$ cat config.mk
export PLATFORM = sky130hd
export DESIGN_NAME = power_up_clock_ratio_straps
export DESIGN_NICKNAME = d
export VERILOG_FILES = /design/src/logic/clock_ratio_pkg.sv /design/src/logic/power_up_clock_ratio_straps.sv
export VERILOG_INCLUDE_DIRS = /design/src /design/src/logic
export SDC_FILE = /design/constraint.sdc
export NUM_CORES = 1
export LEC_CHECK = 0
export ABC_AREA = 0
export BUFFER_PORTS_ARGS = -buffer_cell sky130_fd_sc_hd__buf_2
export CAP_MARGIN = 20
export CORE_MARGIN = 2
export CORE_UTILIZATION = 40
export DETAILED_ROUTE_END_ITERATION = 8
export GPL_TIMING_DRIVEN = 0
export PLACE_DENSITY = 0.58
export SYNTH_ARGS = -nofsm -noshare
export SYNTH_HDL_FRONTEND = slang
export SYNTH_SLANG_ARGS = --single-unit
$ cat constraint.sdc
create_clock -name CLK_SYS -period 3 [get_ports CLK_SYS]
set_input_delay 0.45 -clock CLK_SYS [delete_from_list [all_inputs] [get_ports CLK_SYS]]
set_output_delay 0.45 -clock CLK_SYS [all_outputs]
set_load 0.01 [all_outputs]
$ cat src/logic/clock_ratio_defines.svh
// Strap decode constants for the power-up clock ratio block
`ifndef CLOCK_RATIO_DEFINES_SVH
`define CLOCK_RATIO_DEFINES_SVH
// Platform bus to system clock strap codes
`define PB_CODE_4_1   3'h0
`define PB_CODE_5_1   3'h1
`define PB_CODE_6_1   3'h2
`define PB_CODE_8_1   3'h3
`define PB_CODE_10_1  3'h4
`define PB_CODE_12_1  3'h5
// Core to platform bus strap codes
`define CORE_CODE_3_2 3'h3
`define CORE_CODE_2_1 3'h4
`define CORE_CODE_5_2 3'h5
`define CORE_CODE_3_1 3'h6
`define CORE_CODE_7_2 3'h7
// Ratios as numerator over denominator, 5-bit numerator, 2-bit denominator
`define PB_NUM_RESET   5'h00
`define CORE_NUM_RESET 5'h00
`define DEN_RESET      2'h0
`endif

$ cat src/logic/clock_ratio_pkg.sv
// Types for the power-up clock ratio block
package clock_ratio_pkg;
	typedef struct packed {
		logic [4:0] num;
		logic [1:0] den;
		logic       reserved;
	} ratio_t;
	typedef struct packed {
		logic [2:0] local_address_strap_bits;
		logic       bus_control_strap;
		logic       address_latch_enable_strap;
		logic       general_purpose_line2_strap;
	} straps_t;
	typedef enum logic [1:0] {
		ST_RESET   = 2'b00,
		ST_SETTLE  = 2'b01,
		ST_LOCKED  = 2'b10
	} cap_state_t;
endpackage

$ cat src/logic/power_up_clock_ratio_straps.sv
// Power-up strap capture and clock ratio decode
//
// Behaviour
// Local address straps 000..101 give platform bus ratios 4,5,6,8,10,12 to 1; 110/111 reserved.
// First core code is bus control, address latch enable, general purpose line 2, msb first.
// Core code 011..111 gives 3:2, 2:1, 5:2, 3:1, 7:2; 000..010 reserved.
// Each core has its own ratio; the second core ratio comes from its own strap code input.
// Straps are captured during reset and the ratios stay fixed after release.
// Board must not pull the listed status outputs low during power-on reset.
// Board holds the test select input at its defined level through configuration.
// Board never presents a reserved code on either strap group; the bench drives 110/111 and 000..010 to test the reserved flags.
`timescale 1ns/100ps
`include "clock_ratio_defines.svh"
module power_up_clock_ratio_straps
	import clock_ratio_pkg::*;
(
	input  wire logic       CLK_SYS,
	input  wire logic       SRST,
	input  wire logic [2:0] LOCAL_ADDRESS_STRAP_BITS,
	input  wire logic       BUS_CONTROL_STRAP,
	input  wire logic       ADDRESS_LATCH_ENABLE_STRAP,
	input  wire logic       GENERAL_PURPOSE_LINE2_STRAP,
	input  wire logic [2:0] CORE1_RATIO_STRAP,
	output logic      [4:0] PB_RATIO_NUM,
	output logic            PB_RATIO_RESERVED,
	output logic      [4:0] CORE0_RATIO_NUM,
	output logic      [1:0] CORE0_RATIO_DEN,
	output logic            CORE0_RATIO_RESERVED,
	output logic      [4:0] CORE1_RATIO_NUM,
	output logic      [1:0] CORE1_RATIO_DEN,
	output logic            CORE1_RATIO_RESERVED,
	output logic            RATIOS_LOCKED
);
	// ****************************************
	// Functions
	// ****************************************
	function automatic ratio_t pb_decode(input logic [2:0] code);
		ratio_t r;
		r = '{num: 5'h00, den: 2'h1, reserved: 1'b0};
		unique case (code)
			`PB_CODE_4_1:  r.num = 5'h04;
			`PB_CODE_5_1:  r.num = 5'h05;
			`PB_CODE_6_1:  r.num = 5'h06;
			`PB_CODE_8_1:  r.num = 5'h08;
			`PB_CODE_10_1: r.num = 5'h0a;
			`PB_CODE_12_1: r.num = 5'h0c;
			default:       r.reserved = 1'b1;
		endcase
		return r;
	endfunction

	function automatic ratio_t core_decode(input logic [2:0] code);
		ratio_t r;
		r = '{num: 5'h00, den: 2'h1, reserved: 1'b0};
		unique case (code)
			`CORE_CODE_3_2: begin
				r.num = 5'h03;
				r.den = 2'h2;
			end
			`CORE_CODE_2_1: r.num = 5'h02;
			`CORE_CODE_5_2: begin
				r.num = 5'h05;
				r.den = 2'h2;
			end
			`CORE_CODE_3_1: r.num = 5'h03;
			`CORE_CODE_7_2: begin
				r.num = 5'h07;
				r.den = 2'h2;
			end
			default:        r.reserved = 1'b1;
		endcase
		return r;
	endfunction

	// ****************************************
	// Strap synchronisers
	// ****************************************
	// Straps are pins, so two stages before any decode
	logic [8:0] sync1_reg;
	logic [8:0] sync2_reg;
	logic [8:0] sync1_next;
	logic [8:0] sync2_next;
	always_comb begin
		sync1_next = {LOCAL_ADDRESS_STRAP_BITS, BUS_CONTROL_STRAP,
			ADDRESS_LATCH_ENABLE_STRAP, GENERAL_PURPOSE_LINE2_STRAP, CORE1_RATIO_STRAP};
		sync2_next = sync1_reg;
	end
	always_ff @(posedge CLK_SYS) begin
		sync1_reg <= sync1_next;
		sync2_reg <= sync2_next;
	end

	straps_t    straps;
	logic [2:0] core0_code;
	logic [2:0] core1_code;
	always_comb begin
		straps = straps_t'(sync2_reg[8:3]);
		core0_code = {straps.bus_control_strap, straps.address_latch_enable_strap,
			straps.general_purpose_line2_strap};
		core1_code = sync2_reg[2:0];
	end

	// ****************************************
	// Capture control
	// ****************************************
	// Sample continuously while reset is held; freeze at the first edge after release
	cap_state_t state_reg;
	cap_state_t state_next;
	ratio_t     pb_reg;
	ratio_t     pb_next;
	ratio_t     c0_reg;
	ratio_t     c0_next;
	ratio_t     c1_reg;
	ratio_t     c1_next;
	ratio_t     pb_dec;
	ratio_t     c0_dec;
	ratio_t     c1_dec;
	always_comb begin
		pb_dec = pb_decode(straps.local_address_strap_bits);
		c0_dec = core_decode(core0_code);
		c1_dec = core_decode(core1_code);
		state_next = state_reg;
		pb_next = pb_reg;
		c0_next = c0_reg;
		c1_next = c1_reg;
		unique case (state_reg)
			ST_RESET: state_next = ST_SETTLE;
			ST_SETTLE: begin
				// Track the straps until reset lifts
				pb_next = pb_dec;
				c0_next = c0_dec;
				c1_next = c1_dec;
				if (!SRST) begin
					state_next = ST_LOCKED;
				end
			end
			ST_LOCKED: state_next = ST_LOCKED;
			default:   state_next = ST_RESET;
		endcase
		// Reset reopens the window from any state, a locked one too
		if (SRST) begin
			state_next = ST_SETTLE;
		end
	end
	always_ff @(posedge CLK_SYS) begin
		state_reg <= state_next;
		pb_reg <= pb_next;
		c0_reg <= c0_next;
		c1_reg <= c1_next;
	end

	// ****************************************
	// Outputs
	// ****************************************
	// Zero through reset so nothing downstream acts on a half-synced strap
	ratio_t pb_out_next;
	ratio_t c0_out_next;
	ratio_t c1_out_next;
	logic   locked_next;
	always_comb begin
		pb_out_next = pb_next;
		c0_out_next = c0_next;
		c1_out_next = c1_next;
		locked_next = (state_next == ST_LOCKED);
		if (SRST) begin
			pb_out_next = '{num: `PB_NUM_RESET, den: `DEN_RESET, reserved: 1'b0};
			c0_out_next = '{num: `CORE_NUM_RESET, den: `DEN_RESET, reserved: 1'b0};
			c1_out_next = '{num: `CORE_NUM_RESET, den: `DEN_RESET, reserved: 1'b0};
			locked_next = 1'b0;
		end
	end
	always_ff @(posedge CLK_SYS) begin
		PB_RATIO_NUM <= pb_out_next.num;
		PB_RATIO_RESERVED <= pb_out_next.reserved;
		CORE0_RATIO_NUM <= c0_out_next.num;
		CORE0_RATIO_DEN <= c0_out_next.den;
		CORE0_RATIO_RESERVED <= c0_out_next.reserved;
		CORE1_RATIO_NUM <= c1_out_next.num;
		CORE1_RATIO_DEN <= c1_out_next.den;
		CORE1_RATIO_RESERVED <= c1_out_next.reserved;
		RATIOS_LOCKED <= locked_next;
	end
endmodule // power_up_clock_ratio_straps

Word level (Yosys, flattened, before mapping). Cells that the tools add are included.

Equal/unequal tests: 18. Shifts and indexed selects: 0. $mul: 0. Bitwise logic cells: 0. Muxes and demuxes: 13. Div/mod/pow operators: 0. Reductions and logical operators: 10. Order comparisons: 0. $add $sub $neg: 0.

Operator list (count): 3-bit == test, second input constant (10); 8-bit two-way mux (3); 3-bit case mux with 4 select lines (2); 4-bit case mux with 6 select lines (1); 3-bit by 2-bit == test with 1-bit output, second input constant (4); 5-bit OR reduction (2); 2-bit two-way mux (3); 2-bit OR reduction (3); 3-bit OR reduction (2); 6-bit OR reduction (1); 2-bit == test, second input constant (2); 2-bit case mux with 2 select lines (1); 3-bit by 1-bit == test with 1-bit output, second input constant (1); 3-bit zero test (1); 1-bit two-way mux (3); 2-bit by 1-bit == test with 1-bit output, second input constant (1); 2-bit zero test (1).

Input bits: 11. ROM bits: 0. Output and inout port bits: 23. Memories: 0. Latch bits: 0. Flip-flop bits (word level): 65. Memory bits (writable): 0. Logic and storage cells: 61.

Logic depth before layout (Yosys ltp).
Depth in word-level cells: 5. Depth in mapped cells: 7. Gate-level depth less buffers: 5.

Worst setup path before layout. Ideal clock, no wire load.

Path kind: register -> register. Start point: register state_reg[1]. End point: register PB_RATIO_NUM[2]. Slack: 1.705 ns. Setup time: 0.126 ns. Arrival time: 1.168 ns. Required time: 2.874 ns. Stages on the path, launching flop included: 7. Cell sequence: dfxtp_1 > inv_1 > ha_1 > buf_6 > buf_6 > mux2_4 > nor2b_4.

RTL lines: start: declaration (RTL line power_up_clock_ratio_straps.sv:107) `cap_state_t state_reg;`; start signal: assignment (RTL line power_up_clock_ratio_straps.sv:146) `state_reg <= state_next;`; end signal: assignment (RTL line power_up_clock_ratio_straps.sv:173) `PB_RATIO_NUM <= pb_out_next.num;`; end: declaration (RTL line power_up_clock_ratio_straps.sv:24) `output logic [4:0] PB_RATIO_NUM,`.

==> impl_metrics.toml <==
[status]
outcome = "complete, no violations"

[yosys]
synthCells = 153
synth_top_area_share_pct = 68.4
synth_mux_area_share_pct = 4.14
yosysWarnings = 0
ys_ff_latch = 65
yosysTopAreaCell = "dfxtp_1"
synth_fa_ha_area_share_pct = 1.32
avgSynthCellArea_um2 = 12.4
synthXorXnorAreaFrac_pct = 0.461
synthSimpleGateAreaFrac_pct = 14.1
ys_seq_area_share_pct = 68.4
synth_top_family_by_area = "simple AND/OR/NAND/NOR gates"
synth-compound-area-share_pct = 7.37
synthTopCellsByArea = "dfxtp_1 (68%), nor2b_1 (7.9%), buf_6 (1.8%), mux2_2 (1.8%), mux2i_1 (1.6%)"
synth_cell_type_count = 30
syn-cell-area_um2 = 1900
synthesis.nets = 166

[floorplan]
die_h_um = 73.0
pin_count = 34
start_util_pct = 40.8
die_x_um = 73.0
core_um2 = 4660
rows = 25
die_area_um2 = 5320

[drt]
drt_first_iter_violations = 33
drcViolationCount = 0
wl_um = 2890
dr.pass1.iters = 4
postRouteAntennaNets = 0
wl_per_cell_um = 11.3
vias_per_cell = 4.32
vias = 1106

[finish]
diodes = 0
finalNonFillerCells = 256
drive_gt1_share_pct = 31.2
area_growth_pct = 23.2
finalInstanceArea_um2 = 2340
final_nets = 210

[power_and_ir_drop]
seqPwrFrac_pct = 50.5
p_sw_share_pct = 22.4
pwr-share-clk_pct = 38.0
power_density_nw_per_um2 = 842
irDropWorstVdd_mv = 0.404
combPwrFrac_pct = 11.5
p_leak_nw = 1.05
internal_power_mw = 1.53
switchingPower_mw = 0.442

[sta]
clock.fmax_mhz = 725
finalSetupTns_ns = 0
worst_pin_slew_ns = 0.628
min_period_over_period_pct = 46.0
final_max_slew_viol_count = 0
hold_viol = 0
setup-violations-final = 0
skew_ns = 0.00643
fin_ws_ns = 1.62
rsz0062_at_grt = "false"
fin_crit_ns = 1.38
slew_headroom_pct = 58.1

[global_route]
grt_max_degree = 11
grt_antenna_before_repair = 0
grt_use_total_pct = 12.6
grt.overflow.total = 0
grt_pass1_wl_um = 4640
grt_pass1_vias = 1042

[worst_setup_path]
r2r_cells = 6
crit_type = "reg -> reg"
cp-start-kind = "flip-flop"
crit_fanout = 10
reg2reg_slack_ns = 1.62
required_ns = 3.20
critPathArrivalTime_ns = 1.58
end_kind = "flip-flop"

[placement]
portBuffers = 33
dpl_cell_area_um2 = 2130
place_congestion = 0.713
dp_cells = 240
hpwl_um = 1860
dp_slack_ns = 1.59

[min_path]
hold_class = "in -> reg"
hold_depth = 1

[clock_tree]
cts.sinks = 65
post_cts_buffers = 0
numCtsBuffers = 9
cts-htree-levels = 3
clockBufferDepth = 2
holdBufCountCts = 0
cts_tree = "built"
path_clk_slew_ns = 0.07
worst_skew_pair.late_latency_ns = 0.33
ctsResizeCount = 0
cts-root-buf = "clkbuf_8"

[job]
drv_cap = 0
-- through the flow --
stage / power, mW / hold WS (ns) / utilization [%]
after global placement: 1.24 / 0.313 / 45.8
after global routing: 2.07 / 0.192 / 50.3
after detailed placement: 1.24 / 0.312 / 45.8
final: 1.97 / 0.222 / 50.3
after CTS: 2.00 / 0.197 / 50.3
after floorplan: 1.17 / 0.310 / -
-- final timing paths --
check / endpoint / startpoint
worst min-delay path: sync1_reg[4] / ADDRESS_LATCH_ENABLE_STRAP
worst min register to register: sync2_reg[7] / sync1_reg[7]
worst max register to register: PB_RATIO_NUM[2] / state_reg[1]
worst max-delay path: PB_RATIO_NUM[2] / state_reg[1]
-- cell type report --
type / count / area (µm²)
inverter: 8 / 30.0
tap: 54 / 67.6
fill: 432 / 2320
timing repair buffer: 33 / 165
clock inverter: 2 / 35.0
clock buffer: 14 / 173
buffer: 6 / 48.8
sequential: 65 / 1300
multi-input combinational: 74 / 522
-- power groups by stage --
stage                     Combinational [mW]  Clock [mW]  Sequential [mW]
after floorplan                        0.145           0             1.03
after global placement                 0.226           0             1.01
after detailed placement               0.229           0             1.02
after CTS                              0.231       0.770            0.998
after global routing                   0.251       0.809             1.01
final                                  0.226       0.750            0.997
-- cells by family (layout without fill, tap and decap cells) --
logic type | Yosys count | count (layout)
mux | 7 | 7
simple gates | 45 | 45
compound gates | 19 | 19
xor+xnor | 1 | 1
fa+ha+maj | 2 | 2
buf+inv | 14 | 63
flops | 65 | 65
-- critical path: stages (launching register included) --
cell	delay (ns)
dfxtp_1	0.31
inv_1	0.05
ha_1	0.18
buf_6	0.14
buf_6	0.14
mux2_4	0.30
nor2b_4	0.12
-- cells in the final DEF (no fill, tap or decap), drive strengths merged --
cell type	count
o21a	2
o211ai	2
ha	2
nand2b	2
o22ai	1
mux2	4
clkinv	1
o21ai	7
inv	8
nand3	3
xnor2	1
nand3b	1
dfxtp	65
nor2	6
a21oi	4
or2	1
nor2b	25
and2	3
and2b	1
bufinv	1
clkbuf	16
a31oi	3
mux2i	3
buf	37
nand2	2
nor3b	1
-- layer usage --
metal | vias to the layer above | GRT usage [%] | wire length, µm
met5 | - | 0 | 0
met4 | 0 | 8.02 | 50
li1 | 578 | - | -
met3 | 6 | 7.60 | 149
met2 | 23 | 18.7 | 1330
met1 | 499 | 13.4 | 1350
-- Yosys cell counts --
cell and count:
dfxtp_1 65, nor2b_1 24, inv_1 8, nor2_1 6
o21ai_1 5, and2_1 3, buf_6 3, mux2_2 3
mux2i_1 3, nand3_1 3, a21oi_1 2, a21oi_2 2
a31oi_2 2, clkbuf_1 2, ha_1 2, nand2_1 2
nand2b_1 2, o211ai_2 2, o21a_1 2, o21ai_0 2
a31oi_1 1, and2b_1 1, buf_4 1, mux2_4 1
nand3b_1 1, nor2b_4 1, nor3b_1 1, o22ai_1 1
or2_2 1, xnor2_1 1
No activity file was read; power rests on OpenSTA's default activity.
